--- config.mk ---
export PLATFORM = sky130hd
export DESIGN_NAME = smbmr_master_rx
export DESIGN_NICKNAME = d
export VERILOG_FILES = /design/src/smbmr_pkg.sv /design/src/smbmr_master_rx.sv
export VERILOG_INCLUDE_DIRS = /design/src
export SDC_FILE = /design/constraint.sdc
export NUM_CORES = 1
export LEC_CHECK = 0
export BUFFER_PORTS_ARGS = -buffer_cell sky130_fd_sc_hd__clkbuf_2
export CORE_ASPECT_RATIO = 1.5
export CORE_MARGIN = 2
export CORE_UTILIZATION = 50
export DETAILED_ROUTE_END_ITERATION = 12
export PLACE_DENSITY_LB_ADDON = 0.08
export SLEW_MARGIN = 20
export SYNTH_ARGS = -nofsm -noshare
export SYNTH_HDL_FRONTEND = slang
export SYNTH_SLANG_ARGS = --single-unit
--- constraint.sdc ---
create_clock -name clk_sys -period 2.7 [get_ports clk_sys]
set_input_delay 0.54 -clock clk_sys [delete_from_list [all_inputs] [get_ports clk_sys]]
set_output_delay 0.54 -clock clk_sys [all_outputs]
set_load 0.02 [all_outputs]
--- src/smbmr_params.svh ---
`ifndef SMBMR_PARAMS_SVH
`define SMBMR_PARAMS_SVH
`define SMBMR_CLK_PERIOD_NS 25
`define SMBMR_SCL_HALF_NS 100
`define SMBMR_HALF_CYC ((`SMBMR_SCL_HALF_NS + `SMBMR_CLK_PERIOD_NS - 1) / `SMBMR_CLK_PERIOD_NS)
`define SMBMR_OFS_CTRL 3'h0
`define SMBMR_OFS_STATUS 3'h1
`define SMBMR_OFS_DATA 3'h2
`define SMBMR_OFS_ADDR 3'h3
`define SMBMR_OFS_INT 3'h4
`define SMBMR_OFS_MASK 3'h5
`define SMBMR_CTRL_START 0
`define SMBMR_CTRL_STOP 1
`define SMBMR_CTRL_ACK 2
`define SMBMR_CTRL_HWACK 3
`define SMBMR_ST_ACK_REQUEST_FLAG 0
`define SMBMR_ST_BUSY 1
`define SMBMR_ST_MRX 2
`define SMBMR_ST_MTX 3
`define SMBMR_ST_SLVACK 4
`define SMBMR_INT_BYTE 0
`define SMBMR_INT_STOP 1
`define SMBMR_INT_NACK 2
`define SMBMR_ADDR_RST 7'h00
`define SMBMR_MASK_RST 3'h0
`define SMBMR_DATA_RST 8'h00
`endif

--- src/smbmr_pkg.sv ---
package smbmr_pkg;
  typedef enum logic [3:0] {
    ST_IDLE, ST_START, ST_LOW, ST_HIGH, ST_ACKREQ,
    ST_HOLD, ST_STOP_LOW, ST_STOP_HIGH, ST_STOP_END
  } smbmr_state_t;
  typedef enum logic [1:0] {K_ADDR, K_TX, K_RX} smbmr_kind_t;
  typedef struct packed {
    logic hw_ack;
    logic ack;
    logic stop;
  } smbmr_ctrl_t;
  typedef struct packed {
    logic scl_o;
    logic scl_oe;
    logic sda_o;
    logic sda_oe;
  } smbmr_pins_t;
endpackage

--- src/smbmr_master_rx.sv ---
// Notes on behaviour
// - START, then address byte with read bit
// - Transmit address, and data after a switch to transmit; receive data, drive SCL
// - Manual ack: flag and interrupt before ack
// - Auto ack: send ack, then interrupt
// - Ack bit one acks, zero nacks
// - Leave receiver only after STOP request or on switch to transmit
// - Data write while receiving switches to transmit
// - Unlimited bytes until nack and STOP
//
// The placing of the registers and the plain strobed port are this design's own decisions.
`timescale 1ns/1ps
`default_nettype none
`include "smbmr_params.svh"
module smbmr_master_rx #(
  parameter int HALF_CYC = `SMBMR_HALF_CYC,
  parameter int CNT_W    = 8
) (
  input  wire logic                  clk_sys,
  input  wire logic                  rst,
  input  wire logic [2:0]            reg_addr,
  input  wire logic [7:0]            reg_wdata,
  input  wire logic                  reg_wr,
  input  wire logic                  reg_rd,
  output logic [7:0]                 reg_rdata,
  output logic                       irq,
  input  wire logic                  scl_i,
  input  wire logic                  sda_i,
  output smbmr_pkg::smbmr_pins_t     pins
);
  import smbmr_pkg::*;

  localparam logic [CNT_W-1:0] RELOAD = CNT_W'(HALF_CYC - 1);

  smbmr_state_t      state_q, state_d;
  smbmr_kind_t       kind_q, kind_d;
  smbmr_ctrl_t       ctrl_q, ctrl_d;
  smbmr_pins_t       pins_q, pins_d;
  logic [CNT_W-1:0]  cnt_q, cnt_d;
  logic [3:0]        bit_q, bit_d;
  logic [7:0]        sh_q, sh_d;
  logic [7:0]        rx_q, rx_d;
  logic [7:0]        dat_q, dat_d;
  logic [6:0]        addr_q, addr_d;
  logic [2:0]        int_q, int_d;
  logic [2:0]        mask_q, mask_d;
  logic [7:0]        rdata_q, rdata_d;
  logic              pend_q, pend_d;
  logic              ack_request_flag_q, ack_request_flag_d;
  logic              mrx_q, mrx_d;
  logic              mtx_q, mtx_d;
  logic              go_q, go_d;
  logic              slv_ack_q, slv_ack_d;
  logic [1:0][2:0]   sync_q, sync_d;
  logic [1:0]        filt_q, filt_d;
  logic [2:0]        ev;
  logic              cnt_zero;
  logic              scl_f;
  logic              sda_f;
  logic              scl_drv;
  logic              sda_drv;
  logic              wr_ctrl;
  logic              wr_data;
  logic              rd_int;

  assign wr_ctrl   = reg_wr && (reg_addr == `SMBMR_OFS_CTRL);
  assign wr_data   = reg_wr && (reg_addr == `SMBMR_OFS_DATA);
  assign rd_int    = reg_rd && (reg_addr == `SMBMR_OFS_INT);
  assign scl_f     = filt_q[1];
  assign sda_f     = filt_q[0];
  assign cnt_zero  = (cnt_q == '0);
  assign reg_rdata = rdata_q;
  assign pins      = pins_q;
  assign irq       = |(int_q & mask_q);

  // Stage 0 feeds only stage 1; a level counts once stages 1 and 2 agree
  always_comb begin
    for (int i = 0; i < 2; i++) begin
      sync_d[i] = {sync_q[i][1:0], (i == 1) ? scl_i : sda_i};
      filt_d[i] = (sync_q[i][1] == sync_q[i][2]) ? sync_q[i][2] : filt_q[i];
    end
  end

  always_ff @(posedge clk_sys) begin
    if (rst) begin
      sync_q <= {2{3'h7}};
      filt_q <= 2'h3;
    end else begin
      sync_q <= sync_d;
      filt_q <= filt_d;
    end
  end

  always_comb begin
    state_d   = state_q;
    kind_d    = kind_q;
    ctrl_d    = ctrl_q;
    cnt_d     = cnt_q;
    bit_d     = bit_q;
    sh_d      = sh_q;
    rx_d      = rx_q;
    dat_d     = dat_q;
    addr_d    = addr_q;
    mask_d    = mask_q;
    pend_d    = pend_q;
    ack_request_flag_d   = ack_request_flag_q;
    mrx_d     = mrx_q;
    mtx_d     = mtx_q;
    go_d      = go_q;
    slv_ack_d = slv_ack_q;
    ev        = 3'h0;
    rdata_d   = 8'h00;
    unique case (state_q)
      ST_IDLE: begin
        if (wr_ctrl && reg_wdata[`SMBMR_CTRL_START]) begin
          state_d = ST_START;
          kind_d  = K_ADDR;
          sh_d    = {addr_q, 1'b1};
          cnt_d   = RELOAD;
        end
      end
      ST_START: begin
        if (cnt_zero) begin
          state_d = ST_LOW;
          bit_d   = 4'h0;
          cnt_d   = RELOAD;
        end else begin
          cnt_d = cnt_q - 1'b1;
        end
      end
      ST_LOW: begin
        if (cnt_zero) begin
          state_d = ST_HIGH;
          cnt_d   = RELOAD;
        end else begin
          cnt_d = cnt_q - 1'b1;
        end
      end
      ST_HIGH: begin
        // A slave that stretches SCL freezes the high-phase count
        if (scl_f && !cnt_zero) begin
          cnt_d = cnt_q - 1'b1;
        end else if (scl_f && bit_q != 4'h8) begin
          sh_d  = {sh_q[6:0], sda_f};
          cnt_d = RELOAD;
          if (bit_q == 4'h7 && kind_q == K_RX) begin
            rx_d = {sh_q[6:0], sda_f};
            if (!ctrl_q.hw_ack) begin
              state_d = ST_ACKREQ;
              ack_request_flag_d = 1'b1;
              ev[`SMBMR_INT_BYTE] = 1'b1;
            end else begin
              state_d = ST_LOW;
              bit_d   = 4'h8;
            end
          end else begin
            state_d = ST_LOW;
            bit_d   = bit_q + 4'h1;
          end
        end else if (scl_f) begin
          state_d = ST_HOLD;
          if (kind_q == K_RX) begin
            go_d = ctrl_q.ack;
            if (ctrl_q.hw_ack) begin
              ev[`SMBMR_INT_BYTE] = 1'b1;
            end
          end else begin
            slv_ack_d = !sda_f;
            go_d      = !sda_f;
            ev[`SMBMR_INT_BYTE] = 1'b1;
            ev[`SMBMR_INT_NACK] = sda_f;
            if (kind_q == K_ADDR) begin
              mrx_d = 1'b1;
            end
          end
        end
      end
      ST_ACKREQ: begin
        if (wr_ctrl) begin
          ack_request_flag_d = 1'b0;
          state_d = ST_LOW;
          bit_d   = 4'h8;
          cnt_d   = RELOAD;
        end
      end
      ST_HOLD: begin
        cnt_d = RELOAD;
        if (ctrl_q.stop) begin
          state_d = ST_STOP_LOW;
        end else if (pend_q) begin
          pend_d  = 1'b0;
          sh_d    = dat_q;
          kind_d  = K_TX;
          mrx_d   = 1'b0;
          mtx_d   = 1'b1;
          state_d = ST_LOW;
          bit_d   = 4'h0;
        end else if (mrx_q && go_q && !int_q[`SMBMR_INT_BYTE]) begin
          kind_d  = K_RX;
          state_d = ST_LOW;
          bit_d   = 4'h0;
        end
      end
      ST_STOP_LOW: begin
        if (cnt_zero) begin
          state_d = ST_STOP_HIGH;
          cnt_d   = RELOAD;
        end else begin
          cnt_d = cnt_q - 1'b1;
        end
      end
      ST_STOP_HIGH: begin
        if (scl_f && cnt_zero) begin
          state_d = ST_STOP_END;
          cnt_d   = RELOAD;
        end else if (scl_f) begin
          cnt_d = cnt_q - 1'b1;
        end
      end
      ST_STOP_END: begin
        if (cnt_zero) begin
          state_d     = ST_IDLE;
          ctrl_d.stop = 1'b0;
          mrx_d       = 1'b0;
          mtx_d       = 1'b0;
          go_d        = 1'b0;
          pend_d      = 1'b0;
          ev[`SMBMR_INT_STOP] = 1'b1;
        end else begin
          cnt_d = cnt_q - 1'b1;
        end
      end
    endcase
    // Register writes come last so a write in a consuming cycle is kept
    if (reg_wr) begin
      unique case (reg_addr)
        `SMBMR_OFS_CTRL: begin
          ctrl_d.ack    = reg_wdata[`SMBMR_CTRL_ACK];
          ctrl_d.hw_ack = reg_wdata[`SMBMR_CTRL_HWACK];
          if (reg_wdata[`SMBMR_CTRL_STOP]) begin
            ctrl_d.stop = 1'b1;
          end
        end
        `SMBMR_OFS_DATA: begin
          dat_d = reg_wdata;
          if (mrx_d || mtx_d) begin
            pend_d = 1'b1;
          end
        end
        `SMBMR_OFS_ADDR: addr_d = reg_wdata[6:0];
        `SMBMR_OFS_MASK: mask_d = reg_wdata[2:0];
        default: ;
      endcase
    end
    if (reg_rd) begin
      unique case (reg_addr)
        `SMBMR_OFS_CTRL: begin
          rdata_d[`SMBMR_CTRL_STOP]  = ctrl_q.stop;
          rdata_d[`SMBMR_CTRL_ACK]   = ctrl_q.ack;
          rdata_d[`SMBMR_CTRL_HWACK] = ctrl_q.hw_ack;
        end
        `SMBMR_OFS_STATUS: begin
          rdata_d[`SMBMR_ST_ACK_REQUEST_FLAG]  = ack_request_flag_q;
          rdata_d[`SMBMR_ST_BUSY]   = (state_q != ST_IDLE);
          rdata_d[`SMBMR_ST_MRX]    = mrx_q;
          rdata_d[`SMBMR_ST_MTX]    = mtx_q;
          rdata_d[`SMBMR_ST_SLVACK] = slv_ack_q;
        end
        `SMBMR_OFS_DATA: rdata_d = rx_q;
        `SMBMR_OFS_ADDR: rdata_d = {1'b0, addr_q};
        `SMBMR_OFS_INT:  rdata_d = {5'h00, int_q};
        `SMBMR_OFS_MASK: rdata_d = {5'h00, mask_q};
        default: ;
      endcase
    end
    // A new event wins over the read that clears the bits
    int_d = (rd_int ? 3'h0 : int_q) | ev;
    scl_drv = state_d inside {ST_LOW, ST_ACKREQ, ST_HOLD, ST_STOP_LOW};
    unique case (state_d)
      ST_START, ST_STOP_LOW, ST_STOP_HIGH: sda_drv = 1'b1;
      ST_LOW, ST_HIGH: begin
        if (kind_d == K_RX) begin
          sda_drv = (bit_d == 4'h8) && ctrl_d.ack;
        end else begin
          sda_drv = (bit_d != 4'h8) && !sh_d[7];
        end
      end
      default: sda_drv = 1'b0;
    endcase
    // SDA stays put on the edge where SCL falls, giving the slave hold time
    pins_d.sda_oe = (scl_drv && !pins_q.scl_oe) ? pins_q.sda_oe : sda_drv;
    pins_d.scl_oe = scl_drv;
    pins_d.scl_o  = 1'b0;
    pins_d.sda_o  = 1'b0;
  end

  always_ff @(posedge clk_sys) begin
    if (rst) begin
      state_q   <= ST_IDLE;
      kind_q    <= K_ADDR;
      ctrl_q    <= '0;
      pins_q    <= '0;
      cnt_q     <= '0;
      bit_q     <= 4'h0;
      sh_q      <= 8'h00;
      rx_q      <= `SMBMR_DATA_RST;
      dat_q     <= `SMBMR_DATA_RST;
      addr_q    <= `SMBMR_ADDR_RST;
      int_q     <= 3'h0;
      mask_q    <= `SMBMR_MASK_RST;
      rdata_q   <= 8'h00;
      pend_q    <= 1'b0;
      ack_request_flag_q   <= 1'b0;
      mrx_q     <= 1'b0;
      mtx_q     <= 1'b0;
      go_q      <= 1'b0;
      slv_ack_q <= 1'b0;
    end else begin
      state_q   <= state_d;
      kind_q    <= kind_d;
      ctrl_q    <= ctrl_d;
      pins_q    <= pins_d;
      cnt_q     <= cnt_d;
      bit_q     <= bit_d;
      sh_q      <= sh_d;
      rx_q      <= rx_d;
      dat_q     <= dat_d;
      addr_q    <= addr_d;
      int_q     <= int_d;
      mask_q    <= mask_d;
      rdata_q   <= rdata_d;
      pend_q    <= pend_d;
      ack_request_flag_q   <= ack_request_flag_d;
      mrx_q     <= mrx_d;
      mtx_q     <= mtx_d;
      go_q      <= go_d;
      slv_ack_q <= slv_ack_d;
    end
  end

  property p_start_addr;
    @(posedge clk_sys) disable iff (rst)
    (state_q == ST_START && state_d == ST_LOW)
      |=> (kind_q == K_ADDR && sh_q[0] && bit_q == 4'h0 && pins_q.scl_oe);
  endproperty
  a_start_addr: assert property (p_start_addr) else $error("address byte lacks read bit");

  property p_rx_release;
    @(posedge clk_sys) disable iff (rst)
    (state_q == ST_HIGH && kind_q == K_RX && bit_q < 4'h8) |-> !pins_q.sda_oe;
  endproperty
  a_rx_release: assert property (p_rx_release) else $error("SDA driven during data bit");

  property p_manual_req;
    @(posedge clk_sys) disable iff (rst)
    (state_q == ST_HIGH && state_d == ST_ACKREQ)
      |=> (ack_request_flag_q && int_q[`SMBMR_INT_BYTE] && !pins_q.sda_oe) [*2];
  endproperty
  a_manual_req: assert property (p_manual_req) else $error("ack request not raised before ack");

  property p_auto_order;
    @(posedge clk_sys) disable iff (rst)
    (state_q == ST_HIGH && kind_q == K_RX && bit_q == 4'h7 && state_d == ST_LOW && ctrl_q.hw_ack && !int_q[0])
      |=> !int_q[`SMBMR_INT_BYTE] until_with (state_q == ST_HIGH && bit_q == 4'h8);
  endproperty
  a_auto_order: assert property (p_auto_order) else $error("interrupt before auto ack");

  property p_ack_level;
    @(posedge clk_sys) disable iff (rst)
    (state_q == ST_HIGH && kind_q == K_RX && bit_q == 4'h8) |-> (pins_q.sda_oe == ctrl_q.ack);
  endproperty
  a_ack_level: assert property (p_ack_level) else $error("ack bit does not follow control");

  property p_leave_rx;
    @(posedge clk_sys) disable iff (rst)
    $fell(mrx_q) |-> ($past(state_q) == ST_STOP_END || mtx_q);
  endproperty
  a_leave_rx: assert property (p_leave_rx) else $error("left receiver without STOP");

  property p_to_tx;
    @(posedge clk_sys) disable iff (rst)
    (wr_data && mrx_q && state_q == ST_HOLD && !ctrl_q.stop && !reg_wdata[1]) |-> ##2 (mtx_q && !mrx_q);
  endproperty
  a_to_tx: assert property (p_to_tx) else $error("no switch to transmitter");

  property p_next_byte;
    @(posedge clk_sys) disable iff (rst)
    (state_q == ST_HOLD && mrx_q && go_q && !int_q[0] && !ctrl_q.stop && !pend_q)
      |=> (state_q == ST_LOW && bit_q == 4'h0 && kind_q == K_RX);
  endproperty
  a_next_byte: assert property (p_next_byte) else $error("next byte did not start");

  property p_stretch;
    @(posedge clk_sys) disable iff (rst)
    (state_q == ST_HOLD && int_q[`SMBMR_INT_BYTE] && !ctrl_q.stop && !pend_q) |=> pins_q.scl_oe;
  endproperty
  a_stretch: assert property (p_stretch) else $error("SCL released while interrupt pending");

  c_manual: cover property (@(posedge clk_sys) disable iff (rst) state_q == ST_ACKREQ ##1 state_q == ST_LOW);
  c_auto: cover property (@(posedge clk_sys) disable iff (rst) kind_q == K_RX && ctrl_q.hw_ack && ev[0]);
  c_stop: cover property (@(posedge clk_sys) disable iff (rst) ev[`SMBMR_INT_STOP]);
  c_to_tx: cover property (@(posedge clk_sys) disable iff (rst) $rose(mtx_q));
endmodule // smbmr_master_rx
`default_nettype wire

# Yosys cells after proc, flatten, opt, wreduce, memory -nomap -nowiden

Cells that the tools add are included.

Mux-type cells: 104
Add/subtract/negate cells: 2
Reduce and logical (&&, ||, !) cells: 42
Bitwise logic cells: 6
Equality and inequality tests: 42

Operator list:

| kind                                                                   | number |
|---|---|
| 8-bit 2-to-1 mux                                                       | 13 |
| 4-bit 2-to-1 mux                                                       | 23 |
| 8-bit case mux with 7 select lines                                     | 1 |
| 1-bit 2-to-1 mux                                                       | 45 |
| 4-bit by 3-bit equality test with 1-bit output (second input constant) | 9 |
| 4-bit case mux with 9 select lines                                     | 1 |
| 2-bit != test (second input constant)                                  | 12 |
| 8-bit case mux with 3 select lines                                     | 1 |
| 3-bit case mux with 6 select lines                                     | 1 |
| 4-bit by 2-bit equality test with 1-bit output (second input constant) | 4 |
| 4-bit case mux with 4 select lines                                     | 1 |
| 5-bit AND reduction                                                    | 3 |
| 1-bit logical AND                                                      | 12 |
| 2-bit 2-to-1 mux                                                       | 6 |
| 6-bit AND reduction                                                    | 2 |
| 1-bit case mux with 2 select lines                                     | 5 |
| 3-bit OR reduction                                                     | 3 |
| 4-bit by 1-bit equality test with 1-bit output (second input constant) | 2 |
| 4-bit equality test (second input constant)                            | 2 |
| 8-bit logical NOT                                                      | 1 |
| 4-bit != test (second input constant)                                  | 2 |
| 2-bit AND reduction                                                    | 4 |
| 4-bit nonzero test                                                     | 2 |
| 8-bit by 1-bit subtractor with 8-bit output (second input constant)    | 1 |
| other kinds (24)                                                       | 40 |

Word-level logic and storage cells: 225
Bits in registers: 84
Input bits: 17

# Longest topological paths before layout

Depth after elaboration: 11
Gate-level depth with buffers: 11
Mapped depth without buffers: 9

# Worst setup path after synthesis

No wires, ideal clock.

Kind: input to register
From: input reg_addr[0]
To: register pins_q (netlist bit pins[0])
Cell stages on the path: 8
Arrival: 2735 ps
Data required time: 2609 ps
Path slack: -126 ps
Library setup time: 91 ps
Cell sequence: clkbuf_1 nor4b_1 nor2_1 or4_1 a211oi_1 nand4_1 or3_1 a311oi_1

Word-level cells in the longest chain between the ends: 9
Elaborated cells on any way between the ends: 33
Classes of those cells: eq/ne (10); mux (13); reduce/logical (10)

RTL lines:

| element                                                                                    | line                   | text |
|---|---|---|
| from (decl)                                                                                | smbmr_master_rx.sv:21  | `input wire logic [2:0] reg_addr,` |
| 3-bit logical NOT *                                                                        | smbmr_master_rx.sv:236 | `unique case (reg_addr)` |
| parallel branches: the longest is 8 deep, another holds 4-bit case mux with 9 select lines | n/a                    |  |
| to (signal assigned)                                                                       | smbmr_master_rx.sv:322 | `pins_q <= pins_d;` |
| to (decl)                                                                                  | smbmr_master_rx.sv:38  | `smbmr_pins_t pins_q, pins_d;` |

Every way passes the cells marked *. The select of a mux whose other input is x is not followed.
A chain may end at the register's enable or synchronous reset.

# Final worst setup path

From: register cnt_q[4]
To: register pins_q (netlist bit pins[0])

Word-level cells in the longest chain between the ends: 9
Elaborated cells on any way between the ends: 34
Classes of those cells: eq/ne (9); mux (14); reduce/logical (11)

RTL lines:

| element                                                                                  | line                                           | text |
|---|---|---|
| from (decl)                                                                              | smbmr_master_rx.sv:39                          | `logic [CNT_W-1:0] cnt_q, cnt_d;` |
| from (signal assigned)                                                                   | smbmr_master_rx.sv:323                         | `cnt_q <= cnt_d;` |
| 8-bit logical NOT *                                                                      | smbmr_master_rx.sv:71                          | `assign cnt_zero = (cnt_q == '0);` |
| 1-bit logical NOT                                                                        | smbmr_master_rx.sv:141                         | `if (scl_f && !cnt_zero) begin` |
| 1-bit logical AND                                                                        | smbmr_master_rx.sv:141                         |  |
| 4-bit 2-to-1 mux or 8-bit 2-to-1 mux (tied branches)                                     | smbmr_master_rx.sv:141                         |  |
| 4-bit case mux with 4 select lines or 8-bit case mux with 3 select lines (tied branches) | smbmr_master_rx.sv:113                         | `unique case (state_q)` |
| 4-bit != test, or another cell as far along                                              | smbmr_master_rx.sv:285                         | `sda_drv = (bit_d != 4'h8) && !sh_d[7];` |
| 1-bit logical AND, on equally long branches                                              | smbmr_master_rx.sv:285, smbmr_master_rx.sv:283 |  |
| 1-bit 2-to-1 mux                                                                         | smbmr_master_rx.sv:282                         | `if (kind_d == K_RX) begin` |
| 1-bit case mux with 2 select lines                                                       | smbmr_master_rx.sv:279                         | `unique case (state_d)` |

Every way passes the cells marked *; elsewhere a longest branch is shown, timed or not. The select of a mux whose other input is x is not followed.

==> results.sh <==
export IMPL_path_class="reg2reg"
export IMPL_total_power_uw=3714
export IMPL_synthFlopType="dfxtp_1"
export IMPL_finalCritPeriodShare=1.005
export IMPL_pre_cts_ws_ns=-0.2297
export IMPL_r2r_start="cnt_q[4]$_SDFFE_PP0P_"
export IMPL_combPwrFrac=0.285
export IMPL_ios=30
export IMPL_violations="negative setup slack"
export IMPL_gr_usage_met1=0.2732
export IMPL_grt_util_met2=0.5217
export IMPL_ys_top_cells_by_area="dfxtp_1 (41%), nor2_1 (6.9%), mux2i_1 (6.7%)"
export IMPL_worstPathMaxFanout=3
export IMPL_synth_top_area_frac=0.4067
export IMPL_reg2reg_depth=7
export IMPL_cts_tree="yes"
export IMPL_setup_viol=1
export IMPL_cts_sinks=82
export IMPL_grt_overflow_total=0
export IMPL_p_int_uw=2579
export IMPL_wire_per_inst_um=17.92
export IMPL_arrival_ns=2.97
export IMPL_slew_viol_final=0
export IMPL_whs_ns=0.3809
export IMPL_fillCellCount=781
export IMPL_p_sw_frac=0.3056
export IMPL_die_area_um2=8822
export IMPL_fp_row_count=40
export IMPL_critPathCaptureType="register"
export IMPL_place_gp_congestion=0.9745
export IMPL_min_period_ns=2.712
export IMPL_path_cells="or4_4 -> or4_4 -> nor2_4 -> a311o_1 -> nand4_1 -> or3_1 -> a311oi_2"
export IMPL_grt_pass1_vias=3812
export IMPL_grt_busiest_layer="met2"
export IMPL_yosys_warnings=0
export IMPL_clk_latency_ns=0.34
export IMPL_power_density_nw_per_um2=745.6
export IMPL_min_to="sync_d[1]$_SDFF_PP1_"
export IMPL_slew_headroom=0.6521
export IMPL_fin_nets=558
export IMPL_max_stage_delay_ns=0.60
export IMPL_first_iter_violations=267
export IMPL_cp_common_cell="or4_4"
export IMPL_grt_usage=0.2723
export IMPL_fin_cells=648
export IMPL_synth_area_um2=4036
export IMPL_hold_depth=2
export IMPL_cts_clk_slew_worst_paths_ns=0.07
export IMPL_worstHoldPathType="in2reg"
export IMPL_globalRouteMet3Util=0.03797
export IMPL_dr_pass1_iters=5
export IMPL_dp_hpwl_um=8642
export IMPL_r2r_end="pins[0]$_SDFFE_PP0N_"
export IMPL_cts_root_buf="clkbuf_16"
export IMPL_status="complete, but fails checks"
export IMPL_p_leak_uw=0.002019
export IMPL_dieWidth_um=77.36
export IMPL_worst_path_buf_inv=0
export IMPL_slowest_stage="or4_4"
export IMPL_hold_viol=0
export IMPL_via_count=3852
export IMPL_hold_start="sda_i"
export IMPL_ys_seq_area_frac=0.4067
export IMPL_finalClockSkew_ns=0.01093
export IMPL_cts_made_buffers=9
export IMPL_path_delay_family="simple AND/OR/NAND/NOR gates"
export IMPL_drive_gt1_frac=0.2505
export IMPL_antenna_found_initial=0
export IMPL_die_h_um=114.0
export IMPL_fmax_ghz=0.3687
export IMPL_rsz0062_at_grt="true"
export IMPL_tightest_slew_ns=0.5205
export IMPL_syn_area_per_cell_um2=8.427
export IMPL_synth_async_reset_ratio=0
export IMPL_initial_core_util=0.5104
export IMPL_synth_edff_count=0
export IMPL_fin_ws_ns=-0.01248
export IMPL_grt_max_degree=40
export IMPL_postSynthCellCount=479
export IMPL_finalWirelength_um=11610
export IMPL_grt_pass1_wl_um=18460
export IMPL_drv_cap=0
export IMPL_cp_start_kind="register"
export IMPL_core_area_um2=7908
export IMPL_p_sw_uw=1135
export IMPL_area_growth_pct=23.40
export IMPL_required_ns=2.95
export IMPL_htree_num_levels=3
export IMPL_ys_types=66
export IMPL_dpl_cell_count=632
export IMPL_pwr_share_seq=0.359
export IMPL_ir_worst_vdd_uv=419.5
export IMPL_clkPwrFrac=0.356
export IMPL_yosysTopAreaCell="dfxtp_1"
export IMPL_regToRegSetupSlack_ns=-0.01
export IMPL_portBuffers=27
export IMPL_ant_nets=0
export IMPL_drc_errors=0
export IMPL_drt_vias_per_instance=5.944
export IMPL_diodes=0
export IMPL_final_util=0.6299
export IMPL_cts_buffer_depth=2
export IMPL_synth_seq_cells=82
## power groups by stage
stage	clock network [uW]	registers [uW]	logic [uW]
2_1_floorplan	0	1360	648
3_3_place_gp	0	1350	1010
3_5_place_dp	0	1350	1020
4_1_cts	1330	1330	1050
5_1_grt	1380	1340	1150
6_report	1320	1330	1060
## what timing repair did
action,CTS,global route
hold buffers,0,0
resized for setup,8,9
buffers inserted,1,0
setup endpoints to repair,1,1
pin swaps,6,10
cloned,0,0
## cells in the mapped netlist (4+ instances only)
cell type	instances
a31oi_1	4
nand3_1	9
xor2_1	5
a211oi_1	4
mux2i_1	27
nor4_1	8
nor3_1	11
nor2b_1	10
nand3b_1	4
o21ai_0	8
a21o_1	4
o31ai_1	7
a21oi_1	37
dfxtp_1	82
clkbuf_1	29
inv_1	10
nand4_1	4
a311oi_1	5
a222oi_1	8
nor2_1	74
or2_2	8
nand2_1	45
and2_1	4
nand2b_1	5
## state kept, by name, summed over array words and instances (netlist names), 2 cells and up
name and count:
bit_q 4, ctrl_q 3, sh_q 8, mask_q 3, dat_q 8, addr_q 7
state_q 4, int_q 3, reg_rdata 8, kind_q 2, sync_d 4, rx_q 8
filt_q 2, sync_q 2, cnt_q 8, pins 2
## final cells by class
class,instances,area (um2),area share
Clock buffer,10,229.0,0.04597
Clock inverter,6,90.09,0.01809
Sequential cell,82,1648,0.3308
Multi-Input combinational cell,354,2288,0.4594
Inverter,10,37.54,0.007536
Timing Repair Buffer,81,556.8,0.1118
Tap cell,105,131.4,0.02638
## cells by family (layout without fill, tap and decap cells)
kind of cell / count (synthesis) / count (layout) / share of synthesized area
and+or+nand+nor: 205 / 205 / 0.2542
AOI/OAI and AO/OA: 106 / 106 / 0.1813
DFF: 82 / 82 / 0.4067
buffers and inverters: 44 / 107 / 0.04588
muxes: 31 / 31 / 0.08648
xor gates and xnor gates: 7 / 7 / 0.01519
adders and majority gates: 3 / 3 / 0.009300
other: 1 / 2 / 0.0009291
## cell usage in the layout (no fill, tap or decap), types with 5 or more instances in the layout
cell type	Yosys	layout
buf_4	3	52
nor3_1	11	11
xor2_1	5	5
mux2i_1	27	27
dfxtp_2	0	5
nand3_1	9	9
nor4_1	8	7
clkbuf_16	0	9
a222oi_1	8	8
nor2_1	74	73
o31ai_1	7	5
nand2_1	45	45
nor2b_1	10	10
dfxtp_1	82	77
a21oi_1	37	37
or2_2	8	8
clkbuf_2	0	27
nand2b_1	5	5
inv_1	10	8
o21ai_0	8	8
## through the flow
stage / cell area, um2 / setup TNS (ns)
after global routing: 4981 / -0.08117
after global placement: 4599 / -0.09053
final: 4981 / -0.01248
after floorplan: 4073 / 0
after CTS: 4952 / -0.04140
after detailed placement: 4599 / -0.2297
## how the worst max path moves through the flow
stage,end,slack (ns),from,depth (start not counted)
final,pins[0]$_SDFFE_PP0N_,-0.01,cnt_q[4]$_SDFFE_PP0P_,7
after global routing,pins[0]$_SDFFE_PP0N_,-0.08,cnt_q[4]$_SDFFE_PP0P_,7
after CTS,pins[0]$_SDFFE_PP0N_,-0.04,cnt_q[1]$_SDFFE_PP0P_,9
after detailed placement,pins[0]$_SDFFE_PP0N_,-0.23,reg_addr[0],8
after global placement,pins[0]$_SDFFE_PP0N_,-0.09,reg_addr[0],8
after floorplan,pins[0]$_SDFFE_PP0N_,0.03,cnt_q[0]$_SDFFE_PP0P_,11
## metal layers
metal,vias up,part of all wire
li1,1842,-
met1,1828,0.36
met2,138,0.54
met3,44,0.045
met4,0,0.055
met5,-,0
Power figures use the tool's default switching activity.
